## config.mk

```make
export PLATFORM = sky130hd
export DESIGN_NAME = phs_port_handshake
export DESIGN_NICKNAME = d
export VERILOG_FILES = /design/src/include/phs_pkg.sv /design/src/design/phs_port_handshake.sv
export SDC_FILE = /design/constraint.sdc
export NUM_CORES = 1
export LEC_CHECK = 0
export BUFFER_PORTS_ARGS = -buffer_cell sky130_fd_sc_hd__buf_2
export CAP_MARGIN = 20
export CORE_UTILIZATION = 57
export CTS_CLUSTER_SIZE = 8
export DETAILED_ROUTE_END_ITERATION = 8
export PLACE_DENSITY = 0.86
export REMOVE_ABC_BUFFERS = 1
export SETUP_SLACK_MARGIN = 0.2
export SYNTH_ARGS = -nofsm -noshare
export SYNTH_HDL_FRONTEND = slang
export SYNTH_SLANG_ARGS = --single-unit
```

## constraint.sdc

```tcl
create_clock -name mclk_i -period 5.1 [get_ports mclk_i]
set_input_delay 0.51 -clock mclk_i [delete_from_list [all_inputs] [get_ports mclk_i]]
set_output_delay 0.51 -clock mclk_i [all_outputs]
set_load 0.01 [all_outputs]
```

## src/include/phs_pkg.sv

```systemverilog
package phs_pkg;

  // ==========================================================
  // Register reset values
  localparam logic [7:0] PHS_P2M_RESET = 8'hFF;
  localparam logic [7:0] PHS_P3M_RESET = 8'h00;
  localparam logic [7:0] PHS_P3_OUT_RESET = 8'h00;
  localparam logic [7:0] PHS_BYTE_ZERO = 8'h00;

  // ==========================================================
  // Mode register field positions
  localparam int PHS_P3M_PUSHPULL_BIT = 0;
  localparam int PHS_P3M_ANALOG_BIT = 1;
  localparam int PHS_P3M_HS2_BIT = 6;
  localparam int PHS_P2_HS_DIR_BIT = 7;

  // ==========================================================
  // Port 3 line numbers
  localparam int PHS_L0 = 0;
  localparam int PHS_L1 = 1;
  localparam int PHS_L2 = 2;
  localparam int PHS_L3 = 3;
  localparam int PHS_L4 = 4;
  localparam int PHS_L5 = 5;
  localparam int PHS_L6 = 6;
  localparam int PHS_L7 = 7;

  // ==========================================================
  // Synchroniser and buffer sizes
  localparam int PHS_SYNC_W = 12;
  localparam int PHS_BUF_DEPTH = 2;
  localparam logic [1:0] PHS_CNT_ZERO = 2'h0;
  localparam logic [1:0] PHS_CNT_ONE = 2'h1;
  localparam logic [1:0] PHS_CNT_FULL = 2'h2;

  // ==========================================================
  // Handshake sequence states, one-hot
  typedef enum logic [2:0] {
    PHS_IDLE = 3'h1,
    PHS_WAIT = 3'h2,
    PHS_DONE = 3'h4
  } phs_state_t;

endpackage

```

## src/design/phs_port_handshake.sv

```systemverilog
`timescale 1ns/100ps
`default_nettype none

module phs_port_handshake import phs_pkg::*; (
  // Clock and reset
  input wire logic mclk_i,
  input wire logic rst_n_i,
  input wire logic full_reset_i,
  input wire logic stop_recovery_i,
  // Software access to port 2
  input wire logic p2_wr_i,
  input wire logic [7:0] p2_wdata_i,
  input wire logic p2_rd_i,
  output logic [7:0] p2_rdata_o,
  output logic rd_valid_o,
  // Software access to mode registers and port 3
  input wire logic p2m_wr_i,
  input wire logic [7:0] p2m_wdata_i,
  input wire logic p3m_wr_i,
  input wire logic [7:0] p3m_wdata_i,
  input wire logic p3_wr_i,
  input wire logic [7:0] p3_wdata_i,
  output logic [7:0] p3_rdata_o,
  // Special function selects and sources
  input wire logic strobed_input_i,
  input wire logic cmp_out_en_i,
  input wire logic comparator_one_result_i,
  input wire logic comparator_two_result_i,
  input wire logic serial_en_i,
  input wire logic serial_tx_i,
  input wire logic spi_en_i,
  input wire logic spi_select_i,
  input wire logic spi_clock_line_i,
  input wire logic timer_out_en_i,
  input wire logic timer_out_i,
  output logic serial_receive_in_o,
  output logic timer_in_o,
  // Interrupt requests
  output logic interrupt_request_zero_o,
  output logic interrupt_request_one_o,
  output logic interrupt_request_two_o,
  output logic interrupt_request_three_o,
  // Port pins
  input wire logic [7:0] p2_pin_i,
  output logic [7:0] p2_pin_o,
  output logic [7:0] p2_pin_oe_o,
  input wire logic [3:0] p3_pin_i,
  output logic [7:4] p3_pin_o,
  output logic [1:0] hs_state_o
);

  // ==========================================================
  // Input synchroniser
  // Three stages; a change counts once stages two and three agree.
  logic [PHS_SYNC_W-1:0] s1_q, s2_q, s3_q, filt_q, prev_q;
  always_ff @(posedge mclk_i or negedge rst_n_i) begin
    if (!rst_n_i) begin
      s1_q <= '1;
      s2_q <= '1;
      s3_q <= '1;
      filt_q <= '1;
    end else begin
      s1_q <= {p3_pin_i, p2_pin_i};
      s2_q <= s1_q;
      s3_q <= s2_q;
      // Per line, so a busy line never holds back the others
      filt_q <= (s2_q & s3_q) | (filt_q & (s2_q | s3_q));
    end
  end

  always_ff @(posedge mclk_i or negedge rst_n_i) begin
    if (!rst_n_i) begin
      prev_q <= '1;
    end else begin
      prev_q <= filt_q;
    end
  end

  logic [7:0] p2_in;
  logic [3:0] p3_in, p3_fall;
  assign p2_in = filt_q[7:0];
  assign p3_in = filt_q[11:8];
  assign p3_fall = prev_q[11:8] & ~p3_in;

  // ==========================================================
  // Mode and data registers
  logic [7:0] p2m_q, p3m_q, p3_out_q, p2_out_q;
  logic do_full_reset;
  assign do_full_reset = full_reset_i && !stop_recovery_i;

  always_ff @(posedge mclk_i or negedge rst_n_i) begin
    if (!rst_n_i) begin
      p2m_q <= PHS_P2M_RESET;
      p3m_q <= PHS_P3M_RESET;
      p3_out_q <= PHS_P3_OUT_RESET;
    end else if (do_full_reset) begin
      p2m_q <= PHS_P2M_RESET;
      p3m_q <= PHS_P3M_RESET;
      p3_out_q <= PHS_P3_OUT_RESET;
    end else begin
      if (p2m_wr_i) begin
        p2m_q <= p2m_wdata_i;
      end
      if (p3m_wr_i) begin
        p3m_q <= p3m_wdata_i;
      end
      if (p3_wr_i) begin
        p3_out_q <= p3_wdata_i;
      end
    end
  end

  // Written data is never protected: a write always replaces it
  always_ff @(posedge mclk_i or negedge rst_n_i) begin
    if (!rst_n_i) begin
      p2_out_q <= PHS_BYTE_ZERO;
    end else if (p2_wr_i) begin
      p2_out_q <= p2_wdata_i;
    end
  end

  logic hs_en, hs_in_mode, hs_out_mode, analog, strobe_line;
  assign hs_en = p3m_q[PHS_P3M_HS2_BIT];
  assign hs_in_mode = hs_en && p2m_q[PHS_P2_HS_DIR_BIT];
  assign hs_out_mode = hs_en && !p2m_q[PHS_P2_HS_DIR_BIT];
  assign analog = p3m_q[PHS_P3M_ANALOG_BIT];
  // Line 1 carries the strobe in input mode and ready in output mode
  assign strobe_line = p3_in[PHS_L1];

  // ==========================================================
  // Two-entry capture buffer; software reads pop it
  logic [7:0] buf_q [PHS_BUF_DEPTH];
  logic [1:0] cnt_q;
  logic rd_ptr_q, wr_ptr_q, push, pop, buf_ready;
  assign rd_valid_o = (cnt_q != PHS_CNT_ZERO);
  assign buf_ready = (cnt_q != PHS_CNT_FULL);
  assign pop = p2_rd_i && rd_valid_o && hs_in_mode;

  always_ff @(posedge mclk_i or negedge rst_n_i) begin
    if (!rst_n_i) begin
      cnt_q <= PHS_CNT_ZERO;
      rd_ptr_q <= 1'b0;
      wr_ptr_q <= 1'b0;
      buf_q[0] <= PHS_BYTE_ZERO;
      buf_q[1] <= PHS_BYTE_ZERO;
    end else begin
      if (push) begin
        buf_q[wr_ptr_q] <= p2_in;
        wr_ptr_q <= !wr_ptr_q;
      end
      if (pop) begin
        rd_ptr_q <= !rd_ptr_q;
      end
      if (push && !pop) begin
        cnt_q <= cnt_q + PHS_CNT_ONE;
      end else if (pop && !push) begin
        cnt_q <= cnt_q - PHS_CNT_ONE;
      end
    end
  end

  // ==========================================================
  // Handshake sequencer
  phs_state_t state_q;
  logic [7:0] drive_q;
  logic dav_out_q, pend_q, start, hs_event;

  // Interlocked input captures only when nothing is pending; strobed input
  // uses the buffer slack, and a full buffer ignores the strobe.
  assign push = hs_in_mode && p3_fall[PHS_L1] &&
                (strobed_input_i ? buf_ready : (state_q == PHS_IDLE && !rd_valid_o));
  assign start = hs_out_mode && state_q == PHS_IDLE && (p2_wr_i || pend_q) && strobe_line;

  always_ff @(posedge mclk_i or negedge rst_n_i) begin
    if (!rst_n_i) begin
      state_q <= PHS_IDLE;
    end else if (!hs_en || do_full_reset) begin
      state_q <= PHS_IDLE;
    end else begin
      case (state_q)
        PHS_IDLE: begin
          if (push && !strobed_input_i) begin
            state_q <= PHS_WAIT;
          end else if (start) begin
            state_q <= PHS_WAIT;
          end
        end
        PHS_WAIT: begin
          if (hs_in_mode && !rd_valid_o && strobe_line) begin
            state_q <= PHS_IDLE;
          end else if (hs_out_mode && p3_fall[PHS_L1]) begin
            state_q <= PHS_DONE;
          end
        end
        PHS_DONE: begin
          if (!hs_out_mode || strobe_line) begin
            state_q <= PHS_IDLE;
          end
        end
        default: state_q <= PHS_IDLE;
      endcase
    end
  end

  // Driven data and strobe; a write outside idle waits for idle
  always_ff @(posedge mclk_i or negedge rst_n_i) begin
    if (!rst_n_i) begin
      drive_q <= PHS_BYTE_ZERO;
      dav_out_q <= 1'b1;
      pend_q <= 1'b0;
    end else begin
      if (start) begin
        drive_q <= p2_wr_i ? p2_wdata_i : p2_out_q;
        dav_out_q <= 1'b0;
        pend_q <= 1'b0;
      end else begin
        if (p2_wr_i && hs_out_mode) begin
          pend_q <= 1'b1;
        end
        if (hs_out_mode && state_q == PHS_WAIT && p3_fall[PHS_L1]) begin
          dav_out_q <= 1'b1;
        end
        if (!hs_out_mode) begin
          dav_out_q <= 1'b1;
          pend_q <= 1'b0;
        end
      end
    end
  end

  assign hs_state_o = {state_q == PHS_DONE, state_q == PHS_WAIT};

  // ==========================================================
  // Port 2 pins and reads
  // Open-drain keeps the enable off for ones so the load pulls high.
  logic [7:0] p2_data, hs_bits, p2_drive;
  assign hs_bits = hs_en ? ~(p2m_q ^ {8{p2m_q[PHS_P2_HS_DIR_BIT]}}) : PHS_BYTE_ZERO;
  assign p2_data = hs_out_mode ? ((drive_q & hs_bits) | (p2_out_q & ~hs_bits)) : p2_out_q;
  assign p2_drive = ~p2m_q & (p3m_q[PHS_P3M_PUSHPULL_BIT] ? 8'hFF : ~p2_data);
  assign p2_pin_o = p2_data;
  assign p2_pin_oe_o = p2_drive;
  assign p2_rdata_o = hs_in_mode ? ((buf_q[rd_ptr_q] & hs_bits) | (p2_in & ~hs_bits)) : p2_in;

  // ==========================================================
  // Port 3 output lines and special functions
  logic ready_out;
  // Strobed input leaves ready meaningless but still shows sequence state
  assign ready_out = (state_q == PHS_IDLE);

  always_comb begin
    p3_pin_o = p3_out_q[7:4];
    if (analog && cmp_out_en_i) begin
      p3_pin_o[PHS_L4] = comparator_one_result_i;
    end else if (spi_en_i) begin
      p3_pin_o[PHS_L4] = spi_clock_line_i;
    end
    if (analog && cmp_out_en_i) begin
      p3_pin_o[PHS_L5] = comparator_two_result_i;
    end else if (spi_en_i) begin
      p3_pin_o[PHS_L5] = spi_select_i;
    end
    // Software writes never reach line 6 while handshake owns it
    if (hs_en) begin
      p3_pin_o[PHS_L6] = hs_in_mode ? ready_out : dav_out_q;
    end else if (timer_out_en_i) begin
      p3_pin_o[PHS_L6] = timer_out_i;
    end
    if (analog && cmp_out_en_i) begin
      p3_pin_o[PHS_L7] = comparator_two_result_i;
    end else if (serial_en_i) begin
      p3_pin_o[PHS_L7] = serial_tx_i;
    end
  end

  assign serial_receive_in_o = p3_in[PHS_L0];
  assign timer_in_o = p3_in[PHS_L1];
  // Reads return the driven outputs and the inputs, or comparator results
  assign p3_rdata_o = {p3_pin_o,
                       p3_in[PHS_L3],
                       analog ? comparator_two_result_i : p3_in[PHS_L2],
                       analog ? comparator_one_result_i : p3_in[PHS_L1],
                       p3_in[PHS_L0]};

  // ==========================================================
  // Interrupt requests, one-cycle pulses
  // Line 3 is the shared comparator reference in analog mode, so it is muted.
  assign hs_event = hs_in_mode ? push : (state_q == PHS_WAIT && p3_fall[PHS_L1]);
  assign interrupt_request_three_o = p3_fall[PHS_L0];
  assign interrupt_request_two_o = hs_en ? hs_event : p3_fall[PHS_L1];
  assign interrupt_request_zero_o = p3_fall[PHS_L2];
  assign interrupt_request_one_o = p3_fall[PHS_L3] && !analog;

  // ==========================================================
  // Checks
  latch_holds_a: assert property (@(posedge mclk_i) disable iff (!rst_n_i)
    hs_in_mode && !strobed_input_i && state_q == PHS_WAIT && rd_valid_o && !p2_rd_i
    |=> $stable(buf_q[rd_ptr_q]) && !push)
    else $error("latched byte disturbed before read");
  ready_idle_a: assert property (@(posedge mclk_i) disable iff (!rst_n_i)
    hs_in_mode && state_q == PHS_IDLE |-> p3_pin_o[PHS_L6])
    else $error("ready low while idle");
  capture_irq_a: assert property (@(posedge mclk_i) disable iff (!rst_n_i)
    push |-> interrupt_request_two_o)
    else $error("capture without interrupt");
  ready_low_a: assert property (@(posedge mclk_i) disable iff (!rst_n_i)
    hs_in_mode && !strobed_input_i && push |=> !p3_pin_o[PHS_L6])
    else $error("ready not lowered after capture");
  ready_rise_a: assert property (@(posedge mclk_i) disable iff (!rst_n_i)
    hs_in_mode && $past(hs_in_mode) && $rose(p3_pin_o[PHS_L6]) |-> !$past(rd_valid_o) && $past(strobe_line))
    else $error("ready raised without read and strobe high");
  strobe_start_a: assert property (@(posedge mclk_i) disable iff (!rst_n_i)
    $fell(dav_out_q) |-> $past(strobe_line) && $past(hs_out_mode))
    else $error("strobe asserted while ready low");
  strobe_release_a: assert property (@(posedge mclk_i) disable iff (!rst_n_i)
    hs_out_mode && state_q == PHS_WAIT && p3_fall[PHS_L1] |-> interrupt_request_two_o ##1 dav_out_q)
    else $error("ready fall not answered");
  held_data_a: assert property (@(posedge mclk_i) disable iff (!rst_n_i)
    hs_out_mode && state_q != PHS_IDLE |=> $stable(drive_q))
    else $error("output data changed mid transfer");
  line_six_a: assert property (@(posedge mclk_i) disable iff (!rst_n_i)
    hs_out_mode |-> p3_pin_o[PHS_L6] == dav_out_q)
    else $error("line 6 not owned by handshake");
  full_reset_a: assert property (@(posedge mclk_i) disable iff (!rst_n_i)
    do_full_reset |=> p2_pin_oe_o == PHS_BYTE_ZERO && p3m_q == PHS_P3M_RESET)
    else $error("full reset left ports configured");

endmodule // phs_port_handshake

`default_nettype wire

```

# Word-level counts from Yosys, hierarchy flattened
# Index checks and enable logic that the tools add are counted.
[totals]
inputBits = 64
regBits = 124
out_inout_bits = 45
wordCells = 142
[op_classes]
n_eq_ne = 9
n_lt_le_gt_ge = 3
bitwise = 20
n_reduce_logical = 44
n_mux = 46
n_addsub = 2
[op_table]
columns = ["operator", "n"]
rows = [
  ["2-to-1 mux 8 bit", 13],
  ["AND 8 bit", 5],
  ["NOT 8 bit", 4],
  ["AND 12 bit", 2],
  ["logical AND 1 bit", 24],
  ["bitwise OR 12 bit", 2],
  ["2-to-1 mux 1 bit", 20],
  ["2-to-1 mux 3 bit", 6],
  ["bitwise mux 16 bit", 1],
  ["bitwise OR 8 bit", 2],
  ["2-to-1 mux 7 bit", 2],
  ["logical NOT 1 bit", 11],
  ["nonzero test 2 bit", 5],
  ["inequality test 3 x 1 -> 1 bit, second input constant", 3],
  ["case mux 3 bit (3 select lines)", 1],
  ["demux 8 bit (select 1 bit)", 1],
  ["bitwise XOR 8 bit", 1],
  ["AND 4 bit", 1],
  ["greater-or-equal comparator 2 bit, second input constant", 2],
  ["2-to-1 mux 2 bit", 2],
  ["inequality test 4 x 1 -> 1 bit, second input constant", 1],
  ["inequality test 4 x 2 -> 1 bit, second input constant", 1],
  ["NOT 1 -> 2 bit", 2],
  ["NOT 4 bit", 1],
  ["other kinds (9)", 11],
]

# Longest topological paths before layout
[depth]
word_depth = 10
mapped_depth = 8
mapped_depth_nobuf = 7

# Worst setup path before layout
# Ideal clock, no wire load.
[synth_timing]
kind = "reg2out"
startpoint = "register p2m_q[7]"
endpoint = "output port p2_pin_oe_o[0]"
slack_ps = 3111
n_path_buf = 1
arrival_time_ps = 1479
required_time_ps = 4590
path_stages_with_launch = 6
cell_sequence = "dfstp_2 -> nand2b_1 -> buf_2 -> nor2_1 -> mux2_2 -> a21oi_1"
[synth_between]
elab_chain_len = 10
word_cells_on_any_way = 13
classes_between = "mux (3); bitwise (8); reduce/logical (2)"
[synth_lines]
columns = ["item", "line_no", "rtl"]
rows = [
  ["start: declaration", "phs_port_handshake.sv:87", "logic [7:0] p2m_q, p3m_q, p3_out_q, p2_out_q;"],
  ["start signal: assignment", "phs_port_handshake.sv:102", "p2m_q <= p2m_wdata_i;"],
  ["bitwise XOR 8 bit", "phs_port_handshake.sv:237", "assign hs_bits = hs_en ? ~(p2m_q ^ {8{p2m_q[PHS_P2_HS_DIR_BIT]}}) : PHS_BYTE_ZERO;"],
  ["NOT 8 bit", "phs_port_handshake.sv:237", ""],
  ["2-to-1 mux 8 bit", "phs_port_handshake.sv:237", ""],
  ["NOT 8 bit", "phs_port_handshake.sv:238", "assign p2_data = hs_out_mode ? ((drive_q & hs_bits) | (p2_out_q & ~hs_bits)) : p2_out_q;"],
  ["AND 8 bit", "phs_port_handshake.sv:238", ""],
  ["bitwise OR 8 bit", "phs_port_handshake.sv:238", ""],
  ["2-to-1 mux 8 bit (*)", "phs_port_handshake.sv:238", ""],
  ["via p2_pin_o[0]", "phs_port_handshake.sv:45", "output logic [7:0] p2_pin_o,"],
  ["NOT 8 bit (*)", "phs_port_handshake.sv:239", "assign p2_drive = ~p2m_q & (p3m_q[PHS_P3M_PUSHPULL_BIT] ? 8'hFF : ~p2_data);"],
  ["2-to-1 mux 8 bit (*)", "phs_port_handshake.sv:239", ""],
  ["AND 8 bit (*)", "phs_port_handshake.sv:239", ""],
  ["end: declaration", "phs_port_handshake.sv:46", "output logic [7:0] p2_pin_oe_o,"],
]
# Mark *: on every way through the listed nets, which the timed path passes. The rest lies on a longest branch.

# Final worst setup path
[layout_timing]
startpoint = "register p2m_q[7]"
endpoint = "output port p2_pin_oe_o[3]"
[layout_between]
elab_chain_len = 10
word_cells_on_any_way = 13
classes_between = "mux (3); bitwise (8); reduce/logical (2)"
[layout_lines]
columns = ["item", "line_no"]
rows = [
  ["bitwise XOR 8 bit", "phs_port_handshake.sv:237"],
  ["NOT 8 bit", "phs_port_handshake.sv:237"],
  ["2-to-1 mux 8 bit", "phs_port_handshake.sv:237"],
  ["NOT 8 bit", "phs_port_handshake.sv:238"],
  ["AND 8 bit", "phs_port_handshake.sv:238"],
  ["bitwise OR 8 bit", "phs_port_handshake.sv:238"],
  ["2-to-1 mux 8 bit (*)", "phs_port_handshake.sv:238"],
  ["NOT 8 bit (*)", "phs_port_handshake.sv:239"],
  ["2-to-1 mux 8 bit (*)", "phs_port_handshake.sv:239"],
  ["AND 8 bit (*)", "phs_port_handshake.sv:239"],
]
# Mark *: on every way between the ends. The rest lies on a longest branch, timed or not.

==> results_dict.tcl <==
set metrics [dict create \
    outcome "completed" \
    drtAntennaViolNets 0 \
    syn_area_um2 4429 \
    grt_max_degree 60 \
    slew_violations 0 \
    ys_ff_latch 108 \
    portBuffers 99 \
    period_share 0.5193 \
    maxCapViolCount 0 \
    r2r-end "buf_q[13]" \
    slowest_stage "dfstp_2" \
    yosys.cell_types.count 41 \
    cts_buffers 9 \
    coreArea_um2 7370 \
    cts_tree "yes" \
    reg2regPathDepth 4 \
    postPlaceCellArea_um2 4964 \
    dp_slack_ns 2.830 \
    maxSlewHeadroom 0.5320 \
    p_leak_nw 2.370 \
    routed_wl_mm 7.987 \
    critical_path_class "register to output port" \
    max_freq_mhz 377.6 \
    firstDrtPassIters 4 \
    hold_path_class "input pin to asynchronous set/reset pin" \
    die_x_um 90.15 \
    final-hold-violation-count 0 \
    cts-htree-levels 3 \
    ctsHoldBuffers 0 \
    synth_cells 314 \
    syn_to_final_growth_pct 16.72 \
    ys_seq_area_frac 0.6277 \
    globalplace.congestion 0.7720 \
    critPathMaxStageDelay_ns 0.63 \
    p_per_area_nw_per_um2 397.6 \
    grt_pass1_wl_mm 13.77 \
    die-area_um2 8127 \
    fin_cells 513 \
    path_max_fanout 11 \
    rows 31 \
    num_io_pins 109 \
    r2r_slack_ns 3.16 \
    worst_setup_path_start_kind "register" \
    fillers 524 \
    clock_sinks 108 \
    rsz0062_at_grt "false" \
    antenna_found_initial 0 \
    final_cell_area_um2 5170 \
    postCtsSetupBuffers 0 \
    placed_cells 497 \
    r2r-start "p2m_q[7]" \
    gr-total-overflow 0 \
    wire_per_inst_um 15.57 \
    drt_drc_violations_left 0 \
    async_flop_share 1.000 \
    cts_resized 0 \
    path_cells "nand2b_1 -> nor2_1 -> mux2_2 -> a21oi_1 -> buf_2" \
    required_ns 4.59 \
    synth_ff_type "dfstp_2" \
    syn_avg_cell_area_um2 14.11 \
    layout_setup_ws_ns 2.451 \
    worstPathArrival_ns 2.14 \
    tns_ns 0 \
    ys_warn_count 0 \
    fin_crit_ns 2.649 \
    cp-end-kind "output port" \
    track_usage 0.2150 \
    hpwl_mm 5.767 \
    viasPerCell 5.251 \
    cts_max_path_buffers 2 \
    vias 2694 \
    initial_core_util 0.6010 \
    synth_edf_count 0 \
    fp.dieH_um 90.15 \
    drt-initial-drc-count 120 \
    fin_nets 474 \
    root_buffer "clkbuf_8" \
    irDropWorstVdd_mv 0.2281 \
    clk_transition_reported_paths_ns 0.11 \
    fin_skew_ns 0.01304 \
    diodes 0 \
    clk-insertion-delay-late_ns 0.36 \
    worst_pin_slew_ns 0.7020 \
    drive_gt1_frac 0.5556 \
    grt_pass1_vias 2860 \
    setup-violations-final 0 \
]
flip-flops by register name, summed over array words and instances (netlist names), 4 cells and up:
register,count
drive_q,8
p2_out_q,8
p3_out_q,4
s1_q,12
p2m_q,8
s3_q,12
s2_q,12
prev_q,4
filt_q,12
buf_q,16
metrics by stage:
step	util	power [mW]	hold WS (ns)
after global placement	0.6735	1.515	0.3456
after floorplan	-	1.387	0.2144
after CTS	0.7015	2.074	0.1545
after global routing	0.7015	2.163	0.1812
final	0.7015	2.055	0.1559
after detailed placement	0.6735	1.546	0.3468
layer usage:
metal,GRT usage,vias to the layer above,part of all wire
met5,0,-,0
met4,0.08737,0,0.016
met3,0.03130,10,0.026
met2,0.3588,54,0.51
met1,0.2844,1347,0.45
li1,-,1283,-
where the power goes:
| group | leakage [nW] | total, mW | internal, mW | switching [mW] |
|---|---|---|---|---|
| logic | 1.04 | 0.384 | 0.215 | 0.170 |
| registers | 1.23 | 1.14 | 1.02 | 0.122 |
| clock network | 0.0980 | 0.528 | 0.234 | 0.294 |
| total | 2.37 | 2.06 | 1.47 | 0.585 |
layout by cell type (no fill, tap or decap), drive strengths merged:
cell type,count
a21oi,23
nor4,2
nor2b,5
ha,1
a31oi,7
xor2,2
nor2,22
o211ai,2
and2b,1
nand2b,4
nor3b,4
maj3,12
clkbuf,9
a31o,1
and2,1
nand3,2
dfstp,62
a211oi,3
nand2,15
bufinv,1
mux2i,26
clkinv,3
a21boi,1
nor4b,2
dfrtp,46
xnor2,3
or2,1
mux2,41
nor3,1
clkinvlp,2
o21ai,2
buf,100
nand4b,1
o2111ai,1
inv,5
cell usage after synthesis (2+ instances only):
master     n  area [um^2]
inv_1      3        11.26
xnor2_1    3        26.28
a21oi_1   23        115.1
mux2i_1   26        260.3
buf_4      6        45.04
xor2_1     2        17.52
nor4_1     2        12.51
dfstp_2   62         1629
a211oi_1   3        22.52
mux2_4     8        120.1
nor2_1    20        75.07
clkbuf_1   4        15.01
o21ai_0    2        10.01
nor2_4     2        22.52
mux2_2    33        371.6
nand2_1   14        52.55
o211ai_1   2        15.01
buf_2      4        20.02
dfrtp_1   46         1151
a31oi_1    7        43.79
maj3_1    12        120.1
nor2b_1    5        31.28
nand2b_1   4        25.02
nand3_1    2        10.01
nor3b_2    3        37.54
cell type report:
| class | count | area, um^2 | share of cell area |
|---|---|---|---|
| flip-flops and latches | 108 | 2780 | 0.5378 |
| multi-input cells | 186 | 1538 | 0.2974 |
| repair buffers | 100 | 505.5 | 0.09777 |
| clock buffers | 9 | 123.9 | 0.02396 |
| well taps | 99 | 123.9 | 0.02396 |
| clock inverters | 7 | 82.58 | 0.01597 |
| inverters | 4 | 16.27 | 0.003146 |
cell families (layout without fill, tap and decap cells):
group | Yosys count | in the layout | share of synthesized area
DFF | 108 | 108 | 0.6277
muxes | 67 | 67 | 0.1698
and+or+nand+nor | 61 | 61 | 0.08135
AOI/OAI and AO/OA | 40 | 40 | 0.05621
buffers and inverters | 20 | 120 | 0.02514
adders and majority gates | 13 | 13 | 0.02994
xor gates and xnor gates | 5 | 5 | 0.009889
worst max-delay path, delay by kind of cell (launching register included):
kind                   cells  cell delay, ns
DFF                        1            0.63
and+or+nand+nor            2            0.56
muxes                      1            0.30
AOI/OAI and AO/OA          1            0.15
buffers and inverters      1            0.15
worst max path at each step:
stage                                 to      from
after global routing      p2_pin_oe_o[2]  p2m_q[7]
after CTS                 p2_pin_oe_o[3]  p2m_q[7]
after global placement    p2_pin_oe_o[1]  p2m_q[7]
after detailed placement  p2_pin_oe_o[3]  p2m_q[7]
final                     p2_pin_oe_o[3]  p2m_q[7]
after floorplan           p2_pin_oe_o[0]  p2m_q[7]
(Power assumes the default switching activity.)
